$ cat src/sleep_wakeup_defines.svh
// Constants for the sleep, wake-up and watchdog block: offsets, fields, reset values, timings.
// Assumes a 125 MHz system clock and a Wishbone bus with 32-bit data and byte addresses.
`ifndef SLEEP_WAKEUP_DEFINES_SVH
`define SLEEP_WAKEUP_DEFINES_SVH

// ****************************************
// Register byte offsets
// ****************************************
`define OFS_SYSTEM_CONTROL_A 8'h00
`define OFS_SYSTEM_CONTROL_B 8'h04
`define OFS_WDT_PERIOD_SEL 8'h08
`define OFS_STATUS 8'h0c
`define OFS_PORT_A_WAKE_EN 8'h10

// ****************************************
// Field positions
// ****************************************
`define BIT_CLOCK_SPEED_SELECT 0
`define BIT_CRYSTAL_LOW_POWER 1
`define BIT_POWER_DOWN_FLAG 0
`define BIT_WDT_EXPIRED_FLAG 1
`define BIT_SLEEPING 2
`define BIT_WDT_RUNNING 3
`define BIT_SLOW_MODE 4

// ****************************************
// Reset values and codes
// ****************************************
`define WDT_FIELD_OFF 4'ha
`define WDT_FIELD_RECOMMENDED_ON 4'h5
`define WDT_PERIOD_RESET 3'h7
`define PORT_A_WAKE_RESET 8'h00

// ****************************************
// Timing
// ****************************************
`define CLK_FREQ_MHZ 125
`define RESET_DELAY_US 100000
`define SST_SHORT_CYCLES 24'h000002
`define SST_LONG_CYCLES 24'h000400

`endif

$ cat src/sleep_wakeup_pkg.sv
// Types for the sleep, wake-up and watchdog block.
// Assumes the constants header is included by the design file that uses these types.
`default_nettype none

package sleep_wakeup_pkg;

  // ****************************************
  // Enumerations
  // ****************************************
  // Controller state
  typedef enum logic [1:0] {
    st_run = 2'b00,
    st_sleep = 2'b01,
    st_rst_delay = 2'b10,
    st_startup = 2'b11
  } mode_e;

  // Oscillator configuration option
  typedef enum logic [1:0] {
    osc_hxt = 2'b00,
    osc_erc = 2'b01,
    osc_high_speed_internal_rc = 2'b10,
    osc_high_speed_internal_rc_lxt = 2'b11
  } osc_e;

  // Watchdog clock source option
  typedef enum logic [1:0] {
    wsrc_lxt = 2'b00,
    wsrc_sys_div4 = 2'b01,
    wsrc_low_speed_internal_rc = 2'b10
  } wdt_src_e;

  // Reason for the current start-up
  typedef enum logic [1:0] {
    wake_port = 2'b00,
    wake_irq = 2'b01,
    wake_wdt_sleep = 2'b10,
    wake_reset = 2'b11
  } wake_e;

  // ****************************************
  // Carriers
  // ****************************************
  // One-cycle instruction strobes from the CPU core
  typedef struct packed {
    logic sleep_insn;
    logic clear_insn;
    logic clear_first;
    logic clear_second;
  } cpu_cmd_s;

  // Configuration options, static after power-up
  typedef struct packed {
    logic wdt_force_on;
    logic clear_pair_mode;
    wdt_src_e wdt_src;
    osc_e osc_type;
    logic sst_short;
  } cfg_s;

  // Whole block state
  typedef struct packed {
    mode_e st;
    wake_e src;
    logic ack;
    logic [31:0] rdata;
    logic clk_sel;
    logic lxt_lp;
    logic [3:0] wdt_field;
    logic [2:0] ws;
    logic [7:0] pa_wake_en;
    logic power_down_flag;
    logic to;
    logic [14:0] wdt_cnt;
    logic [1:0] div;
    logic half_first;
    logic half_second;
    logic [3:0] irq_old;
    logic [7:0] pa_s1;
    logic [7:0] pa_s2;
    logic [7:0] pa_prev;
    logic clr_s1;
    logic clr_s2;
    logic lxt_s1;
    logic lxt_s2;
    logic lxt_prev;
    logic low_speed_internal_rc_s1;
    logic low_speed_internal_rc_s2;
    logic low_speed_internal_rc_prev;
    logic [23:0] dly;
    logic cpu_run;
    logic high_speed_internal_rc_run;
    logic slow_mode;
    logic port_hold;
    logic sys_reset;
    logic pc_sp_reset;
    logic irq_service;
    logic resume_next;
  } state_s;

endpackage : sleep_wakeup_pkg

`default_nettype wire

$ cat src/sleep_wakeup_and_watchdog.sv
// Power mode control, sleep and wake-up sequencing, and the watchdog.
// Assumes CPU strobes and config come from sys_clk logic; pins and slow oscillators are asynchronous.
//
// What this block does
// - Clock select picks Normal or Slow mode
// - Halt stops oscillator and program, keeps state
// - Sleep clears watchdog; stops only on sysclk
// - Halt sets power-down, clears expired; ports hold
// - Wake on reset, port edge, interrupt, overflow
// - Reset wake resets all; watchdog wake PC/SP
// - Power-down flag: cleared power-up/clear, set halt
// - Enabled port falling edge wakes, resumes next
// - Disabled or stack-full interrupt resumes, stays pending
// - Interrupt already pending at halt never wakes
// - Every wake-up waits 2 or 1024 clocks
// - Reset wake adds reset delay before start-up
// - Overflow resets; disabled watchdog makes clears no-ops
// - Option forces watchdog on; else field 1010 off
// - Field resets to off code; 0101 suggested
// - Watchdog clock: crystal, sysclk/4 or internal RC
// - Three period bits; all high gives longest
// - Awake time-out resets and sets expired flag
// - Counter cleared by reset pin, clears, halt
// - Option picks single clear or clear pair
// - Pair mode: repeats ignored, alternation clears
// - Clock select works only in HIGH_SPEED_INTERNAL_RC plus LOW_SPEED_CRYSTAL_OSC
`include "sleep_wakeup_defines.svh"
`timescale 1ns/1ps
`default_nettype none

module sleep_wakeup_and_watchdog #(
  // Reset delay in cycles, shortened in simulation
  parameter int unsigned RESET_DELAY_CYCLES = `RESET_DELAY_US * `CLK_FREQ_MHZ
) (
  input wire logic sys_clk,
  input wire logic reset,
  input wire logic cyc_i,
  input wire logic stb_i,
  input wire logic we_i,
  input wire logic [7:0] adr_i,
  input wire logic [3:0] sel_i,
  input wire logic [31:0] dat_i,
  output logic [31:0] dat_o,
  output logic ack_o,
  input wire sleep_wakeup_pkg::cpu_cmd_s cpu_cmd,
  input wire sleep_wakeup_pkg::cfg_s cfg,
  input wire logic [3:0] irq_request,
  input wire logic [3:0] irq_enable,
  input wire logic stack_full,
  input wire logic [7:0] port_a_pins,
  input wire logic external_clear_pin_n,
  input wire logic lxt_clk,
  input wire logic low_speed_internal_rc_clk,
  output logic cpu_run,
  output logic high_speed_internal_rc_run,
  output logic slow_mode,
  output logic port_hold,
  output logic sys_reset,
  output logic pc_sp_reset,
  output logic irq_service,
  output logic resume_next
);

  // ****************************************
  // State and helpers
  // ****************************************
  sleep_wakeup_pkg::state_s q; // Registered state
  sleep_wakeup_pkg::state_s d; // Next state

  // Reset delay end, cut to the delay counter width
  localparam logic [23:0] RST_LAST = 24'(RESET_DELAY_CYCLES - 1);

  // Counter value at which the selected period ends
  function automatic logic [14:0] wdt_limit(input logic [2:0] sel);
    wdt_limit = 15'h7fff >> (3'h7 - sel);
  endfunction : wdt_limit

  logic wdt_on; // Watchdog function enabled
  logic wdt_tick; // One count of the watchdog clock
  logic wdt_timeout; // Counter reaches its period
  logic wdt_clear_sw; // Software clear completes
  logic [7:0] pa_fall; // Enabled port falling edges
  logic [3:0] irq_new; // Requests not pending at halt
  logic crystal; // Start-up uses crystal timing
  logic [23:0] sst_last; // Last start-up count
  logic bus_req; // New bus request this cycle

  // ****************************************
  // Combinational next state
  // ****************************************
  // All decisions in one process; the struct keeps state in one register.
  always_comb begin
    d = q;
    d.sys_reset = 1'b0;
    d.pc_sp_reset = 1'b0;
    d.irq_service = 1'b0;
    d.resume_next = 1'b0;

    // Two-stage synchronisers for asynchronous pins and slow clocks.
    // Only the second stage feeds logic; the first may be metastable.
    // The extra copy after the second stage gives the edge detectors
    // their previous value without reading the first stage.
    d.pa_s1 = port_a_pins;
    d.pa_s2 = q.pa_s1;
    d.pa_prev = q.pa_s2;
    d.clr_s1 = external_clear_pin_n;
    d.clr_s2 = q.clr_s1;
    d.lxt_s1 = lxt_clk;
    d.lxt_s2 = q.lxt_s1;
    d.lxt_prev = q.lxt_s2;
    d.low_speed_internal_rc_s1 = low_speed_internal_rc_clk;
    d.low_speed_internal_rc_s2 = q.low_speed_internal_rc_s1;
    d.low_speed_internal_rc_prev = q.low_speed_internal_rc_s2;

    // Option forces on; otherwise only the off code disables
    wdt_on = cfg.wdt_force_on | (q.wdt_field != `WDT_FIELD_OFF);

    // Divided system clock halts with the system clock in sleep
    d.div = (q.st == sleep_wakeup_pkg::st_sleep) ? q.div : q.div + 2'h1;
    case (cfg.wdt_src)
      sleep_wakeup_pkg::wsrc_lxt: wdt_tick = q.lxt_s2 & ~q.lxt_prev;
      sleep_wakeup_pkg::wsrc_sys_div4: wdt_tick = (q.div == 2'h3) & (q.st != sleep_wakeup_pkg::st_sleep);
      default: wdt_tick = q.low_speed_internal_rc_s2 & ~q.low_speed_internal_rc_prev;
    endcase
    wdt_timeout = wdt_on & wdt_tick & (q.wdt_cnt == wdt_limit(q.ws));

    // Falling edges on enabled port pins
    pa_fall = q.pa_prev & ~q.pa_s2 & q.pa_wake_en;
    // Interrupts pending at halt are masked from waking
    irq_new = irq_request & ~q.irq_old;

    // Start-up length by oscillator kind
    crystal = (cfg.osc_type == sleep_wakeup_pkg::osc_hxt) | q.slow_mode;
    sst_last = ((~crystal & cfg.sst_short) ? `SST_SHORT_CYCLES : `SST_LONG_CYCLES) - 24'h1;

    // Software clear; all clears are no-ops while the watchdog is off
    wdt_clear_sw = 1'b0;
    if (wdt_on && q.st == sleep_wakeup_pkg::st_run) begin
      if (!cfg.clear_pair_mode) begin
        wdt_clear_sw = cpu_cmd.clear_insn;
      end else if (cpu_cmd.clear_first) begin
        // Repeat of the same half only re-arms it
        wdt_clear_sw = q.half_second;
        d.half_first = ~q.half_second;
        d.half_second = 1'b0;
      end else if (cpu_cmd.clear_second) begin
        wdt_clear_sw = q.half_first;
        d.half_second = ~q.half_first;
        d.half_first = 1'b0;
      end
    end
    if (wdt_clear_sw) begin
      d.power_down_flag = 1'b0;
    end

    // Watchdog counter
    if (!wdt_on || wdt_clear_sw || wdt_timeout) begin
      d.wdt_cnt = 15'h0000;
    end else if (wdt_tick) begin
      d.wdt_cnt = q.wdt_cnt + 15'h0001;
    end

    // ****************************************
    // Mode sequencing
    // ****************************************
    case (q.st)
      sleep_wakeup_pkg::st_run: begin
        if (wdt_timeout) begin
          // Awake time-out acts as a reset pin reset plus expired flag
          d.to = 1'b1;
          d.src = sleep_wakeup_pkg::wake_reset;
          d.st = sleep_wakeup_pkg::st_rst_delay;
          d.dly = 24'h000000;
          d.cpu_run = 1'b0;
        end else if (cpu_cmd.sleep_insn) begin
          // Halt: program and fast oscillator stop, state kept
          d.st = sleep_wakeup_pkg::st_sleep;
          d.cpu_run = 1'b0;
          d.high_speed_internal_rc_run = 1'b0;
          d.port_hold = 1'b1;
          d.power_down_flag = 1'b1;
          d.to = 1'b0;
          d.wdt_cnt = 15'h0000;
          d.half_first = 1'b0;
          d.half_second = 1'b0;
          d.irq_old = irq_request;
        end
      end
      sleep_wakeup_pkg::st_sleep: begin
        // Any wake source starts the start-up count
        if (wdt_timeout || (pa_fall != 8'h00) || (irq_new != 4'h0)) begin
          d.st = sleep_wakeup_pkg::st_startup;
          d.dly = 24'h000000;
          d.high_speed_internal_rc_run = ~q.slow_mode;
          if (wdt_timeout) begin
            d.to = 1'b1;
            d.src = sleep_wakeup_pkg::wake_wdt_sleep;
          end else if (pa_fall != 8'h00) begin
            d.src = sleep_wakeup_pkg::wake_port;
          end else begin
            d.src = sleep_wakeup_pkg::wake_irq;
          end
        end
      end
      sleep_wakeup_pkg::st_rst_delay: begin
        // Reset delay runs once the reset line is high again
        if (q.dly == RST_LAST) begin
          d.st = sleep_wakeup_pkg::st_startup;
          d.dly = 24'h000000;
        end else begin
          d.dly = q.dly + 24'h000001;
        end
      end
      default: begin
        // Start-up count, then the action that the wake source calls for
        if (q.dly == sst_last) begin
          d.st = sleep_wakeup_pkg::st_run;
          d.cpu_run = 1'b1;
          d.port_hold = 1'b0;
          case (q.src)
            sleep_wakeup_pkg::wake_reset: d.sys_reset = 1'b1;
            sleep_wakeup_pkg::wake_wdt_sleep: d.pc_sp_reset = 1'b1;
            sleep_wakeup_pkg::wake_irq: begin
              // Serviced only if a waking request is enabled and stack has room
              if (((irq_new & irq_enable) != 4'h0) && !stack_full) begin
                d.irq_service = 1'b1;
              end else begin
                d.resume_next = 1'b1;
              end
            end
            default: d.resume_next = 1'b1;
          endcase
        end else begin
          d.dly = q.dly + 24'h000001;
        end
      end
    endcase

    // Low reset pin overrides everything; flags stay as they were
    if (!q.clr_s2) begin
      d.st = sleep_wakeup_pkg::st_rst_delay;
      d.src = sleep_wakeup_pkg::wake_reset;
      d.dly = 24'h000000;
      d.wdt_cnt = 15'h0000;
      d.cpu_run = 1'b0;
      d.high_speed_internal_rc_run = 1'b1;
      d.port_hold = 1'b0;
      d.half_first = 1'b0;
      d.half_second = 1'b0;
    end

    // Slow mode only where the fast RC pairs with the crystal
    d.slow_mode = q.clk_sel & (cfg.osc_type == sleep_wakeup_pkg::osc_high_speed_internal_rc_lxt);
    // Keyed on the next state, not the present one: a halt taken in
    // this cycle must not switch the fast oscillator back on here,
    // or it would keep running through the whole of sleep.
    if (d.st == sleep_wakeup_pkg::st_run) begin
      d.high_speed_internal_rc_run = ~d.slow_mode;
    end

    // ****************************************
    // Wishbone slave
    // ****************************************
    // Answer one cycle after the request; ack drops the next cycle
    bus_req = cyc_i & stb_i & ~q.ack;
    d.ack = bus_req;
    d.rdata = 32'h00000000;
    if (bus_req && we_i && sel_i[0]) begin
      if (adr_i == `OFS_SYSTEM_CONTROL_A) begin
        d.clk_sel = dat_i[`BIT_CLOCK_SPEED_SELECT];
        d.lxt_lp = dat_i[`BIT_CRYSTAL_LOW_POWER];
      end else if (adr_i == `OFS_SYSTEM_CONTROL_B) begin
        d.wdt_field = dat_i[3:0];
      end else if (adr_i == `OFS_WDT_PERIOD_SEL) begin
        d.ws = dat_i[2:0];
      end else if (adr_i == `OFS_PORT_A_WAKE_EN) begin
        d.pa_wake_en = dat_i[7:0];
      end
    end else if (bus_req && !we_i) begin
      if (adr_i == `OFS_SYSTEM_CONTROL_A) begin
        d.rdata[`BIT_CLOCK_SPEED_SELECT] = q.clk_sel;
        d.rdata[`BIT_CRYSTAL_LOW_POWER] = q.lxt_lp;
      end else if (adr_i == `OFS_SYSTEM_CONTROL_B) begin
        d.rdata[3:0] = q.wdt_field;
      end else if (adr_i == `OFS_WDT_PERIOD_SEL) begin
        d.rdata[2:0] = q.ws;
      end else if (adr_i == `OFS_STATUS) begin
        d.rdata[`BIT_POWER_DOWN_FLAG] = q.power_down_flag;
        d.rdata[`BIT_WDT_EXPIRED_FLAG] = q.to;
        d.rdata[`BIT_SLEEPING] = (q.st == sleep_wakeup_pkg::st_sleep);
        d.rdata[`BIT_WDT_RUNNING] = wdt_on;
        d.rdata[`BIT_SLOW_MODE] = q.slow_mode;
      end else if (adr_i == `OFS_PORT_A_WAKE_EN) begin
        d.rdata[7:0] = q.pa_wake_en;
      end
      // Unmapped addresses read zero
    end
  end

  // ****************************************
  // State register
  // ****************************************
  // Synchronous power-up reset; flags and fields take their power-up values.
  // Port and reset-pin synchronisers start at the idle high level of their pins, so that
  // leaving reset never shows a false falling edge or a reset-pin pulse.
  always_ff @(posedge sys_clk) begin
    if (reset) begin
      q <= '0;
      q.st <= sleep_wakeup_pkg::st_startup;
      q.src <= sleep_wakeup_pkg::wake_reset;
      q.wdt_field <= `WDT_FIELD_OFF;
      q.ws <= `WDT_PERIOD_RESET;
      q.pa_wake_en <= `PORT_A_WAKE_RESET;
      q.power_down_flag <= 1'b0;
      q.high_speed_internal_rc_run <= 1'b1;
      q.clr_s1 <= 1'b1;
      q.clr_s2 <= 1'b1;
      q.pa_s1 <= 8'hff;
      q.pa_s2 <= 8'hff;
      q.pa_prev <= 8'hff;
    end else begin
      q <= d;
    end
  end

  // ****************************************
  // Outputs, all straight from flip-flops
  // ****************************************
  assign dat_o = q.rdata;
  assign ack_o = q.ack;
  assign cpu_run = q.cpu_run;
  assign high_speed_internal_rc_run = q.high_speed_internal_rc_run;
  assign slow_mode = q.slow_mode;
  assign port_hold = q.port_hold;
  assign sys_reset = q.sys_reset;
  assign pc_sp_reset = q.pc_sp_reset;
  assign irq_service = q.irq_service;
  assign resume_next = q.resume_next;

endmodule : sleep_wakeup_and_watchdog

`default_nettype wire

$ cat config.mk
export PLATFORM = sky130hd
export DESIGN_NAME = sleep_wakeup_and_watchdog
export DESIGN_NICKNAME = d
export VERILOG_FILES = /design/src/sleep_wakeup_pkg.sv /design/src/sleep_wakeup_and_watchdog.sv
export VERILOG_INCLUDE_DIRS = /design/src
export SDC_FILE = /design/constraint.sdc
export NUM_CORES = 1
export LEC_CHECK = 0
export BUFFER_PORTS_ARGS = -buffer_cell sky130_fd_sc_hd__buf_2
export CELL_PAD_IN_SITES_DETAIL_PLACEMENT = 2
export CELL_PAD_IN_SITES_GLOBAL_PLACEMENT = 2
export CORE_MARGIN = 2
export CORE_UTILIZATION = 35
export CTS_BUF_LIST = sky130_fd_sc_hd__clkbuf_16
export DETAILED_ROUTE_END_ITERATION = 7
export MAX_ROUTING_LAYER = met4
export PLACE_DENSITY = 0.95
export SETUP_SLACK_MARGIN = 0.02
export SYNTH_ARGS = -nofsm -noshare
export SYNTH_HDL_FRONTEND = slang
export SYNTH_SLANG_ARGS = --single-unit
$ cat constraint.sdc
create_clock -name sys_clk -period 7.6 [get_ports sys_clk]
set_clock_uncertainty 0.1 [all_clocks]
set_input_delay 1.52 -clock sys_clk [delete_from_list [all_inputs] [get_ports sys_clk]]
set_output_delay 1.52 -clock sys_clk [all_outputs]
set_load 0.02 [all_outputs]
# Word-level counts from Yosys, hierarchy flattened
# Index checks and enable logic that the tools add are counted.
[totals]
regBits = 143
latchBits = 0
ramBits = 0
mem_bits_ro = 0
in_bits = 80
out_inout_bits = 41
n_memories = 0
[op_classes]
add_sub_neg = 5
n_mul = 0
n_div = 0
n_lt_le_gt_ge = 0
n_eq_ne = 28
n_shift = 1
mux = 73
n_bitwise = 34
n_reduce_logical = 42
[op_table]
columns = ["operator", "count"]
rows = [
  ["$mux W24", 4],
  ["$pmux W24 S3", 1],
  ["$mux W15", 4],
  ["$mux W8", 7],
  ["$add A24 B1 Y24 const B", 1],
  ["$eq A24 B24 Y1", 1],
  ["$eq A24 B24 Y1 const B", 1],
  ["$mux W1", 24],
  ["$mux W2", 12],
  ["$mux W6", 3],
  ["$mux W17", 1],
  ["$not A1 Y1", 17],
  ["$and A8 B8 Y8", 2],
  ["$eq A8 B4 Y1 const B", 2],
  ["$reduce_and A4 Y1", 4],
  ["$add A15 B1 Y15 const B", 1],
  ["$eq A15 B15 Y1", 1],
  ["$mux W5", 3],
  ["$reduce_and A3 Y1", 5],
  ["$shr A15 B3 Y15 const A", 1],
  ["$mux W4", 3],
  ["$pmux W1 S2", 6],
  ["$reduce_or A6 Y1", 2],
  ["$sub A11 B1 Y12 const B", 1],
  ["other kinds (37)", 76],
]

# Longest topological paths before layout
# Gate-level depths: netlist of run 1.
[logic_depth]
depth_word = 13
ltp_mapped = 11
ltp_nobuf = 10

# Least setup slack after synthesis of run 1
# OpenSTA, ideal clock, no wires.
[synth_path]
path_kind = "input -> register"
from = "input port cfg[4] (netlist name)"
to = "register q[28] (netlist name)"
arrival_ps = 3429
t_required_ps = 7430
path_slack_ps = 4002
path_stages = 8
path_cell_list = "nor4b_1 > a311o_2 > nand3_1 > or4_4 > o21ai_4 > nand2b_2 > or4_1 > a21oi_1"
[synth_between]
elab_chain_cells = 8
[synth_rtl]
columns = ["item", "line_no", "source"]
rows = [
  ["start, declared", "sleep_wakeup_and_watchdog.sv:46", "input wire sleep_wakeup_pkg::cfg_s cfg,"],
  ["$eq A2 B1 Y1 or $logic_not A2 Y1 (tied branches)", "sleep_wakeup_and_watchdog.sv:120", "case (cfg.wdt_src)"],
  ["$pmux W1 S2 (*)", "sleep_wakeup_and_watchdog.sv:120", ""],
  ["$and A1 B1 Y1 (*) (2 in a row)", "sleep_wakeup_and_watchdog.sv:125", "wdt_timeout = wdt_on & wdt_tick & (q.wdt_cnt == wdt_limit(q.ws));"],
  ["$logic_or A1 B1 Y1 (2 in a row)", "sleep_wakeup_and_watchdog.sv:191", "if (wdt_timeout || (pa_fall != 8'h00) || (irq_new != 4'h0)) begin"],
  ["$ne A2 B2 Y1 (no source line)", "-", ""],
  ["$reduce_and A3 Y1 (no source line) (*)", "-", ""],
  ["end, declared", "sleep_wakeup_and_watchdog.sv:67", "sleep_wakeup_pkg::state_s q;"],
]
# Every way passes the cells marked *; elsewhere a longest branch is shown, timed or not.
# A chain may end at the register's enable or synchronous reset.

# Worst setup path after layout of run 1
[layout_path]
from = "input port cfg[4] (netlist name)"
to = "register high_speed_internal_rc_run (netlist name)"
[layout_between]
elab_chain_cells = 12
[layout_rtl]
columns = ["item", "line_no", "source"]
rows = [
  ["$eq A2 B1 Y1 or $logic_not A2 Y1 (tied branches)", "sleep_wakeup_and_watchdog.sv:120", ""],
  ["$pmux W1 S2 (*)", "sleep_wakeup_and_watchdog.sv:120", ""],
  ["$and A1 B1 Y1 (*) (2 in a row)", "sleep_wakeup_and_watchdog.sv:125", ""],
  ["$logic_or A1 B1 Y1 (2 in a row)", "sleep_wakeup_and_watchdog.sv:191", ""],
  ["$mux W4", "sleep_wakeup_and_watchdog.sv:191", ""],
  ["$pmux W2 S3", "sleep_wakeup_and_watchdog.sv:166", "case (q.st)"],
  ["$mux W4", "sleep_wakeup_and_watchdog.sv:240", "if (!q.clr_s2) begin"],
  ["$logic_not A2 Y1", "sleep_wakeup_and_watchdog.sv:257", "if (d.st == sleep_wakeup_pkg::st_run) begin"],
  ["$ne A4 B4 Y1 (no source line) (tied with other cells)", "-", ""],
  ["$reduce_and A4 Y1 (no source line)", "-", ""],
]
# Every way passes the cells marked *; elsewhere a longest branch is shown, timed or not. The select of a mux whose other input is x is not followed.

==> results of run 1 <==
-- cell usage in the layout, fill, tap and decap left out, types with 3 or more instances in the layout --
cell / synthesis / layout
nor4b_2: 3 / 3
nand2b_1: 4 / 4
o21ai_0: 10 / 10
nor3b_1: 4 / 4
nor4_1: 5 / 5
nor2_1: 90 / 90
xor2_1: 22 / 22
conb_1: 1 / 24
inv_6: 0 / 5
nand4_1: 10 / 10
clkinv_8: 0 / 4
or2_2: 26 / 26
or4_1: 5 / 5
xnor2_1: 15 / 15
a211oi_1: 3 / 3
a21oi_1: 21 / 21
nand3_1: 21 / 21
dfxtp_1: 119 / 119
a211o_1: 5 / 5
mux2i_1: 18 / 18
nand2_1: 30 / 30
ha_1: 7 / 7
nor2b_1: 14 / 14
buf_2: 1 / 69
a31oi_1: 7 / 7
or3_1: 4 / 4
and3_1: 5 / 5
and2_1: 6 / 6
inv_8: 0 / 5
a32oi_1: 3 / 3
nor3_1: 19 / 19
nor4b_1: 6 / 6
a221oi_1: 3 / 3
inv_1: 18 / 18
clkbuf_16: 0 / 17
nand3b_1: 7 / 7
-- worst max path at each step --
stage          startpoint                                       to  slack [ps]  cells after the start
2_1_floorplan      cfg[4]                       q[28]$_SDFFE_PP0P_        4000                      8
3_3_place_gp       cfg[4]                       q[21]$_SDFFE_PP0P_        3620                      9
3_5_place_dp       cfg[4]                       q[21]$_SDFFE_PP0P_        3490                      9
4_1_cts            cfg[4]                        q[9]$_SDFFE_PP0P_        3870                      9
5_1_grt            cfg[2]                       q[12]$_SDFFE_PP0P_        3700                      9
6_report           cfg[4]  high_speed_internal_rc_run$_SDFFE_PP1P_        3850                      9
-- sequential cells by signal (all words and copies together), names as in the netlist --
signal,count
ack_o,1
cpu_run,1
d,21
dat_o,8
high_speed_internal_rc_run,1
irq_service,1
pc_sp_reset,1
port_hold,1
q,81
resume_next,1
slow_mode,1
sys_reset,1
-- kinds of logic (layout without fill, tap and decap cells) --
family | Yosys count | in the layout | share of synthesized area (%)
flip-flops | 119 | 119 | 42.94
buffers and inverters | 73 | 120 | 8.006
AO/OA/AOI/OAI | 75 | 75 | 9.541
adder cells (fa/ha/maj) | 7 | 7 | 1.579
XOR/XNOR | 37 | 37 | 5.841
other | 1 | 24 | 0.06759
AND/OR/NAND/NOR | 285 | 285 | 28.57
multiplexers | 19 | 19 | 3.451
-- metrics by stage --
| stage | cell area, um2 | setup slack (ps) | utilization (%) | hold slack (ps) |
|---|---|---|---|---|
| global route | 6480 | 3703 | 41.24 | 343.2 |
| floorplan | 5634 | 4002 | - | 289.5 |
| global placement | 5881 | 3619 | 37.43 | 291.9 |
| CTS | 6480 | 3874 | 41.24 | 328.2 |
| detailed placement | 5881 | 3485 | 37.43 | 305.3 |
| finish | 6480 | 3845 | 41.24 | 325.3 |
-- metal layers --
| metal | global-route usage [%] | up-vias | part of all wire (%) | wire length [um] |
|---|---|---|---|---|
| li1 | - | 2197 | - | - |
| met2 | 44.93 | 108 | 55 | 10800 |
| met4 | 11.57 | 0 | 3.4 | 658 |
| met1 | 25.47 | 2425 | 38 | 7472 |
| met3 | 4.223 | 47 | 2.8 | 550 |
| met5 | - | - | 0 | 0 |
-- cells in the mapped netlist (all sizes together), types with 2 or more instances --
master and number:
a2111oi 2, a211o 5, a211oi 3, a21o 2, a21oi 21, a221oi 3
a311oi 2, a31oi 7, a32oi 3, and2 7, and3 6, and3b 2
and4 2, buf 39, clkbuf 16, dfxtp 119, ha 7, inv 18
mux2i 18, nand2 30, nand2b 5, nand3 23, nand3b 8, nand4 12
nor2 92, nor2b 14, nor3 19, nor3b 5, nor4 6, nor4b 9
o21ai 13, or2 28, or3 4, or4 7, xnor2 15, xor2 22
-- final cells by class --
| class | instances | area [um2] |
|---|---|---|
| timing repair buffer | 70 | 352.8 |
| tap | 216 | 270.3 |
| inverter | 18 | 67.56 |
| sequential | 119 | 2382 |
| multi-input combinational | 447 | 2808 |
| clock inverter | 15 | 173.9 |
| clock buffer | 17 | 425.4 |
| fill | 1711 | 9233 |
-- worst max-delay path, stage by stage --
cell      delay (ps)
buf_2            120
nor4bb_1         310
a311o_2          290
nand3_1          160
or4_4            490
or3_1            380
a32oi_1          300
a32oi_1          190
mux2i_1          240
-- power groups by stage --
stage,Combinational [mW],Sequential (mW),Clock [mW]
after floorplan,0.189,0.689,0
after global placement,0.227,0.691,0
after detailed placement,0.251,0.697,0
after CTS,0.276,0.688,0.829
after global routing,0.297,0.692,0.855
final,0.277,0.689,0.816
==> out/results.md, run 1 <==
* Hold Path Cell Cnt: 1
* Post-synth ARST share: 0%
* Remaining DRCs: 0
* part of the total power dissipated in the clock network: 45.8%
* measured slew at the worst slew-check pin: 803.1 ps
* #FFs+latches synth: 119
* number of warning messages in the yosys log: 0
* number of hold-repair buffers added at the cts stage: 0
* input/output buffers: 69
* Synth-to-Final Area Change: 16.80%
* worst-case headroom to the max-slew limit: 46.35%
* Cell Count Post-Placement: 870
* number of global-route vias before repair: 5308
* Worst Setup Path Type: in2reg
* # Max-Cap Violations: 0
* TritonCTS sink count: 119
* Worst R2R Path Depth: 10
* RR Startpoint: q[142]$_SDFF_PP1_
* number of gates resized after CTS: 0
* weighted congestion reported at the end of routability-driven placement: 0.8724
* unrepaired setup endpoints after global routing: false
* effective utilization at floorplan: 35.31%
* kind of launch point of the worst setup path: input pin
* total number of vias: 4777
* Longest Clk Path Bufs: 2
* Flop pwr share: 38.7%
* Clk Latency, worst-skew pair: 440 ps
* Int Pwr: 1.191 mW
* final total power: 1.782 mW
* status: completed
* vias per cell: 5.296
* part of the Yosys area used for sequential elements: 42.94%
* Layout Cells excl Fill: 902
* total negative slack for setup checks: 0 ps
* Required @ worst endpoint: 7850 ps
* diodes inserted: 0
* final worst-path cycle share: 49.41%
* width of the die: 129.9 um
* number of unique standard cell types used by synthesis: 80
* count of endpoints failing hold in the final timing report: 0
* antenna viol nets, final: 0
* number of top-level design ports: 121
* Worst Setup End Kind: flop
* number of cell rows: 46
* first-pass GRT wire length: 30400 um
* Switching Power: 591.0 uW
* number of enable flip-flop cells after synthesis: 0
* violation count after the first detailed-routing iteration: 304
* Cell Pwr Density: 275.0 nW/um2
* max-slew violation total from the final report: 0
* maximum number of pins on one net before global-route repair: 47
* die extent in y: 129.9 um
* number of buffers inserted during clock tree synthesis: 17
* top area cells in the synthesized netlist: dfxtp_1 (43%), nor2_1 (6.1%), buf_4 (4.3%), xor2_1 (3.5%), mux2i_1 (3.2%)
* number of detailed-routing iterations run before antenna repair: 4
* antenna violations before repair: 0
* top cell type by total area after synthesis: dfxtp_1
* root buf cell: clkbuf_16
* maximum resistive drop on vdd: 0.1489 mV
* Logic pwr share: 15.6%
* biggest fanout along the worst timing path: 7
* Final Setup Violations: 0
* Clk pin slew, worst setup/hold paths: 60 ps
* fraction of layout instances using a drive strength above 1: 22.30%
* proportion of total power due to net switching: 33.16%
* minimum clock period: 3755 ps
* average size of a mapped cell: 9.006 um2
* Core Footprint: 15710 um2
* All-Layer GR Usage: 24.52%
* end of the worst register-to-register path: high_speed_internal_rc_run$_SDFFE_PP1P_
* Routed wire per std cell: 21.59 um
* maximum frequency from static timing analysis: 266.3 MHz
* post-CTS setup repair buffer count: 0
* detailed-route wire length: 19480 um
* total die area: 16870 um2
* launch instance of the worst min-delay path: d[52]$_SDFF_PP1_
* TritonCTS clock tree: done
* Final HPWL DP: 12250 um
* netlist area before placement: 5548 um2
* share of the synthesized area in the top cell type: 42.94%
* total leakage power: 2.654 nW
* signal arrival time at the worst endpoint: 4000 ps
* overflow left after global routing: 0
* Final #Nets: 760
* number of instances in the synthesized netlist: 616
* # H-tree levels: 4
* Tightest Hold Check Type: reg2reg
* slack of the worst reg-to-reg path: 3910 ps
* most instantiated flip-flop cell in the synthesis netlist: dfxtp_1
* Hold EP: d[44]$_SDFF_PP1_
Power figures use the tool's default switching activity.
==> run 2: changes to the inputs <==
--- a/config.mk
+++ b/config.mk
@@ -10,11 +10,11 @@
 export CELL_PAD_IN_SITES_DETAIL_PLACEMENT = 2
 export CELL_PAD_IN_SITES_GLOBAL_PLACEMENT = 2
 export CORE_MARGIN = 2
-export CORE_UTILIZATION = 35
+export CORE_UTILIZATION = 29
 export CTS_BUF_LIST = sky130_fd_sc_hd__clkbuf_16
 export DETAILED_ROUTE_END_ITERATION = 7
 export MAX_ROUTING_LAYER = met4
-export PLACE_DENSITY = 0.95
+export PLACE_DENSITY = 0.87
 export SETUP_SLACK_MARGIN = 0.02
 export SYNTH_ARGS = -nofsm -noshare
 export SYNTH_HDL_FRONTEND = slang
==> constraint.sdc (replaced) <==
create_clock -name sys_clk -period 3.1 [get_ports sys_clk]
set_clock_uncertainty 0.1 [all_clocks]
set_input_delay 0.62 -clock sys_clk [delete_from_list [all_inputs] [get_ports sys_clk]]
set_output_delay 0.62 -clock sys_clk [all_outputs]
set_load 0.02 [all_outputs]
==> run 2 against run 1 <==
Against the previous run: final cell count increased by 4.2%; hold slack got worse by 50 ps; largest power group unchanged; design area increased by 2.1%; count of clock-buffer cells in the layout unchanged; non-clock buffer count increased by 20; worst setup slack got worse by 3700 ps; combinational power increased by 150%; critical path type is now reg2reg; highest routed layer unchanged; die area increased by 20%; sequential cell count unchanged; utilization decreased by 6.0 points; clock power increased by 120%; critical path depth increased by 1.
==> out/results.md, run 2 (synthesis results as in run 1) <==
* vias per cell: 4.911, -7.3%
* final worst-path cycle share: 94.28%
* status: completed
* number of detailed-routing iterations run before antenna repair: 6, +2
* post-route worst hold slack: 275.6 ps, -49.74 ps
* number of global-route vias before repair: 5141, -3.1%
* layer with the highest usage after global routing: met2
* antenna viol nets, final: 0, unchanged
* kind of launch point of the worst setup path: flop
* Tightest Hold Check Type: in2reg
* input/output buffers: 69, unchanged
* diodes inserted: 0, unchanged
* Clk pin slew, worst setup/hold paths: 60 ps, about the same
* signal arrival time at the worst endpoint: 3180 ps, -820 ps
* # H-tree levels: 4, unchanged
* Clk Latency, worst-skew pair: 420 ps, -20 ps
* Final HPWL DP: 11680 um, -4.6%
* minimum clock period: 2923 ps
* width of the die: 142.3 um, +9.6%
* unrepaired setup endpoints after global routing: true
* worst-case headroom to the max-slew limit: 56.71%, +10 points
* fraction of layout instances using a drive strength above 1: 24.79%, +2.5 points
* count of endpoints failing hold in the final timing report: 0, unchanged
* Routed wire per std cell: 17.65 um, -18%
* total die area: 20250 um2, +20%
* total leakage power: 2.710 nW, +2.1%
* detailed-route wire length: 16590 um, -15%
* Worst path slowest cell: or4_4
* effective utilization at floorplan: 29.56%, -5.7 points
* cell chain of the critical path: inv_1 -> ha_2 -> nor4bb_4 -> a311o_2 -> nand3_1 -> or4_4 -> o21ai_4 -> nand4_1 -> or3_1 -> a21oi_1
* maximum number of pins on one net before global-route repair: 59, +26%
* TritonCTS clock tree: done
* number of top-level design ports: 121, unchanged
* max-slew violation total from the final report: 0, unchanged
* standard cell area after detailed placement: 6053 um2, +2.9%
* maximum cell stage delay along the critical path: 480 ps, about the same
* die extent in y: 142.3 um, +9.6%
* Cell Pwr Density: 629.5 nW/um2, +130%
* maximum frequency from static timing analysis: 342.1 MHz
* flip-flop count of the largest register after layout: 81, unchanged
* # Max-Cap Violations: 0, unchanged
* biggest fanout along the worst timing path: 6, -1
* filler instances: 2130, +24%
* routing usage on met2: 32.24%, -13 points
* total negative slack for setup checks: 0 ps, unchanged
* sequential standard cell area: 2382 um2, unchanged
* most common cell after layout, fill and taps aside: dfxtp_1
* weighted congestion reported at the end of routability-driven placement: 0.8046, -7.8%
* register containing the most flip-flops in the final layout: q
* antenna violations before repair: 0, unchanged
* Worst Setup End Kind: flop
* GR met3 Demand/Resource: 3.297%, -0.93 points
* total number of vias: 4616, -3.4%
* number of hold-repair buffers added at the cts stage: 0, unchanged
* number of buffers inserted during clock tree synthesis: 17, unchanged
* Cell Count Post-Placement: 908, +4.4%
* leading cell types in the layout, fill and taps excluded: dfxtp_1 (119), nor2_1 (90), buf_2 (69), nand2_1 (30), or2_2 (26)
* Synth-to-Final Area Change: 19.31%
* violation count after the first detailed-routing iteration: 178, -41%
* Layout Cells excl Fill: 940, +4.2%
* number of cell rows: 50, +8.7%
* Core Footprint: 18770 um2, +19%
* root buf cell: clkbuf_16
* Remaining DRCs: 0, unchanged
* post-route cell area: 6619 um2, +2.1%
* maximum resistive drop on vdd: 0.4221 mV, +180%
* post-CTS setup repair buffer count: 0, unchanged
* Final Setup Violations: 0, unchanged
* Required @ worst endpoint: 3350 ps, -4500 ps
* global-route track usage on met1: 18.97%, -6.5 points
* measured slew at the worst slew-check pin: 633.0 ps, -170.1 ps
* All-Layer GR Usage: 17.68%, -6.8 points
* Final #Nets: 780, +2.6%
* Worst Setup Path Type: reg2reg
* first-pass GRT wire length: 27080 um, -11%
* area of the multi-input gates: 2830 um2, +0.80%
* TritonCTS sink count: 119, unchanged
* overflow left after global routing: 0, unchanged
* Longest Clk Path Bufs: 2, unchanged
==> run 2: cell count changes in the layout (fill, tap and decap cells not counted), moves of 2 or more <==
cell / previous run / this run
clkinv_8: 4 / 0
buf_4: 1 / 21
inv_8: 5 / 0
clkinv_4: 1 / 3
clkinvlp_4: 0 / 4
==> run 2: final cells by class <==
cell class	count	share of cell area [%]
Sequential cell	119	35.99
Timing Repair Buffer	90	7.599
Tap cell	234	4.423
Multi-Input combinational cell	447	42.76
Inverter	18	1.021
Clock inverter	15	1.777
Clock buffer	17	6.427
==> run 2: power by group <==
part / switching [mW] / internal, mW
clock network: 0.782 / 1.03
registers: 0.0639 / 1.60
logic: 0.413 / 0.274
total: 1.26 / 2.91
==> run 2: critical path: cells and delay by family, from the launching register on <==
kind                     cells  cell delay [ps]
AND/OR/NAND/NOR              5             1500
AO/OA/AOI/OAI                3              600
flip-flops                   1              350
buffers and inverters        1               70
adder cells (fa/ha/maj)      1              240
==> run 2: final timing paths <==
path,depth (start not counted),start,slack [ps],endpoint
worst max-delay path,10,q[142]$_SDFF_PP1_,180,q[21]$_SDFFE_PP0P_
worst max register to register,10,q[142]$_SDFF_PP1_,180,q[21]$_SDFFE_PP0P_
worst min register to register,1,d[51]$_SDFF_PP1_,310,d[43]$_SDFF_PP1_
worst min-delay path,2,port_a_pins[7],280,d[55]$_SDFF_PP1_
==> run 2: what timing repair did <==
item | CTS | global route
setup endpoints to repair | 13 | 27
resized for setup | 1 | 3
pin swaps | 0 | 1
==> run 2: through the flow <==
stage / setup WS (ps) / total power, mW / util [%]
finish: 177.2 / 4.167 / 35.27
global route: 12.40 / 4.350 / 35.27
detailed placement: -110.0 / 2.356 / 32.25
floorplan: 401.6 / 2.154 / -
CTS: 34.72 / 4.200 / 35.18
global placement: 90.95 / 2.324 / 32.25
==> run 2: metal layers <==
metal / vias up / wire length, um
li1: 2235 / -
met1: 2285 / 6757
met2: 71 / 9094
met3: 25 / 398
met4: 0 / 335
met5: - / 0
==> run 3: changes to the inputs <==
--- a/config.mk
+++ b/config.mk
@@ -13,9 +13,10 @@
 export CORE_UTILIZATION = 29
 export CTS_BUF_LIST = sky130_fd_sc_hd__clkbuf_16
 export DETAILED_ROUTE_END_ITERATION = 7
+export GPL_TIMING_DRIVEN = 0
 export MAX_ROUTING_LAYER = met4
 export PLACE_DENSITY = 0.87
-export SETUP_SLACK_MARGIN = 0.02
+export SETUP_SLACK_MARGIN = 0.2
 export SYNTH_ARGS = -nofsm -noshare
 export SYNTH_HDL_FRONTEND = slang
 export SYNTH_SLANG_ARGS = --single-unit
==> run 3 against run 2 <==
Against the previous run: sequential power hardly changed; count of clock-buffer cells in the layout stayed put; utilization is 2.0 points higher; via count is 5.9% higher; final cell count is 4.1% higher; non-clock buffer count is 39 higher; wire length is 7.1% higher; design area is 5.7% higher; hold slack worse by 17 ps; worst setup slack better by 95 ps; critical endpoint is now high_speed_internal_rc_run$_SDFFE_PP1P_; highest routed layer unchanged.
==> out/results.md, run 3 (synthesis results as in run 1) <==
* weighted congestion reported at the end of routability-driven placement: 0.7807, -3.0%
* maximum number of pins on one net before global-route repair: 17, -71%
* biggest fanout along the worst timing path: 4, -2
* maximum resistive drop on vdd: 0.4380 mV, +3.8%
* antenna violations before repair: 0, unchanged
* Longest Clk Path Bufs: 2, unchanged
* first-pass GRT wire length: 28460 um, +5.1%
* All-Layer GR Usage: 18.90%, +1.2 points
* Cell Count Post-Placement: 939, +3.4%
* number of detailed-routing iterations run before antenna repair: 4, -2
* Final Setup Violations: 0, unchanged
* leading cell types in the layout, fill and taps excluded: dfxtp_1 (117), nor2_1 (90), buf_2 (67), buf_4 (39), nand2_1 (29)
* final worst-path cycle share: 91.22%, -3.1 points
* die extent in y: 142.3 um, unchanged
* Routed wire per std cell: 18.14 um, +2.8%
* Final #Nets: 819, +5.0%
* Required @ worst endpoint: 3310 ps, -40 ps
* TritonCTS clock tree: done
* root buf cell: clkbuf_16
* unrepaired setup endpoints after global routing: false
* final setup margin: 272.1 ps, +94.89 ps
* violation count after the first detailed-routing iteration: 207, +16%
* number of hold-repair buffers added at the cts stage: 0, unchanged
* cell chain of the critical path: inv_4 -> ha_4 -> nor4bb_4 -> a311o_2 -> nand3_4 -> or4_4 -> or3_1 -> a32oi_1 -> a32oi_2 -> mux2i_1
* end of the worst register-to-register path: high_speed_internal_rc_run$_SDFFE_PP1P_
* kind of launch point of the worst setup path: flop
* final core utilization: 37.28%, +2.0 points
* vias per cell: 4.993, +1.7%
* # Max-Cap Violations: 0, unchanged
* Layout Cells excl Fill: 979, +4.1%
* antenna viol nets, final: 0, unchanged
* maximum cell stage delay along the critical path: 470 ps, about the same
* number of global-route vias before repair: 5374, +4.5%
* Synth-to-Final Area Change: 26.12%
* number of top-level design ports: 121, unchanged
* maximum frequency from static timing analysis: 353.6 MHz, +3.4%
* status: completed
* detailed-route wire length: 17760 um, +7.1%
* TritonCTS sink count: 119, unchanged
* count of endpoints failing hold in the final timing report: 0, unchanged
* launch point of the worst path: q[142]$_SDFF_PP1_
* critical path depth in cells: 10, unchanged
* Cell Pwr Density: 624.7 nW/um2, -0.76%
* minimum clock period: 2828 ps, -94.89 ps
* termination of the worst setup path: high_speed_internal_rc_run$_SDFFE_PP1P_
* input/output buffers: 66, -4.3%
* max-slew violation total from the final report: 0, unchanged
* most common cell after layout, fill and taps aside: dfxtp_1
* post-route cell area: 6997 um2, +5.7%
* post-route worst hold slack: 258.4 ps, -17.17 ps
* category of cells accounting for the largest share of critical-path delay: simple AND/OR/NAND/NOR gates
* register containing the most flip-flops in the final layout: q
* RR Startpoint: q[142]$_SDFF_PP1_
* Clk pin slew, worst setup/hold paths: 60 ps, about the same
* Tightest Hold Check Type: in2reg
* setup slack after placement: -217.7 ps, -107.7 ps
* width of the die: 142.3 um, unchanged
* Worst R2R Path Depth: 10, unchanged
* total leakage power: 2.914 nW, +7.5%
* total die area: 20250 um2, unchanged
* total negative slack for setup checks: 0 ps, unchanged
* slack of the worst reg-to-reg path: 270 ps, +90 ps
* Worst path slowest cell: or4_4
* overflow left after global routing: 0, unchanged
* fraction of layout instances using a drive strength above 1: 28.46%, +3.7 points
* number of buffers inserted during clock tree synthesis: 17, unchanged
* number of cell rows: 50, unchanged
* Core Footprint: 18770 um2, unchanged
* standard cell area after detailed placement: 6257 um2, +3.4%
* Remaining DRCs: 0, unchanged
* CP Buf/Inv Count: 1, unchanged
* measured slew at the worst slew-check pin: 802.3 ps, +169.3 ps
* total number of vias: 4888, +5.9%
* Final HPWL DP: 12080 um, +3.4%
* # H-tree levels: 4, unchanged
* worst-case headroom to the max-slew limit: 46.40%, -10 points
* Worst Setup Path Type: reg2reg
* final total power: 4.371 mW, +4.9%
* Clk Latency, worst-skew pair: 440 ps, +20 ps
* flip-flop count of the largest register after layout: 81, unchanged
* effective utilization at floorplan: 29.56%, unchanged
* Worst Setup End Kind: flop
* diodes inserted: 0, unchanged
* signal arrival time at the worst endpoint: 3040 ps, -140 ps
## run 3: worst min-delay path by stage
stage          cells past startpoint        startpoint          endpoint  slack [ps]
4_1_cts                            2    port_a_pins[7]  d[55]$_SDFF_PP1_         250
3_3_place_gp                       1  d[53]$_SDFF_PP1_  d[45]$_SDFF_PP1_         290
2_1_floorplan                      1  d[48]$_SDFF_PP1_  d[40]$_SDFF_PP1_         290
5_1_grt                            2    port_a_pins[2]  d[50]$_SDFF_PP1_         250
6_report                           2    port_a_pins[7]  d[55]$_SDFF_PP1_         260
3_5_place_dp                       1  d[54]$_SDFF_PP1_  d[46]$_SDFF_PP1_         300
## run 3: repair_timing
| item | 4_1_cts | 5_1_grt |
|---|---|---|
| buffers inserted | 6 | 2 |
| pin swaps | 8 | 4 |
| endpoints found under the setup margin | 46 | 36 |
| resized for setup | 17 | 7 |
## run 3: layout make-up
class | instances | area [um2]
fillers | 2125 | 11770
multi-input cells | 447 | 2897
inverters | 18 | 70.07
plain buffers | 55 | 379.1
well taps | 234 | 292.8
clock buffers | 17 | 425.4
flip-flops and latches | 119 | 2387
clock inverters | 15 | 142.6
repair buffers | 74 | 402.9
## run 3: power breakdown
group          total (mW)  internal (mW)  switching, mW
clock                1.93           1.12          0.816
sequential           1.68           1.61         0.0720
combinational       0.761          0.308          0.453
total                4.37           3.03           1.34
## run 3: routing by layer
layer  up-vias  global-route usage [%]  share of wire, %
met2        90                   34.63                55
met5         -                       -                 0
met4         0                   8.546               3.3
li1       2313                       -                 -
met3        48                   4.273               3.1
met1      2437                   19.21                39
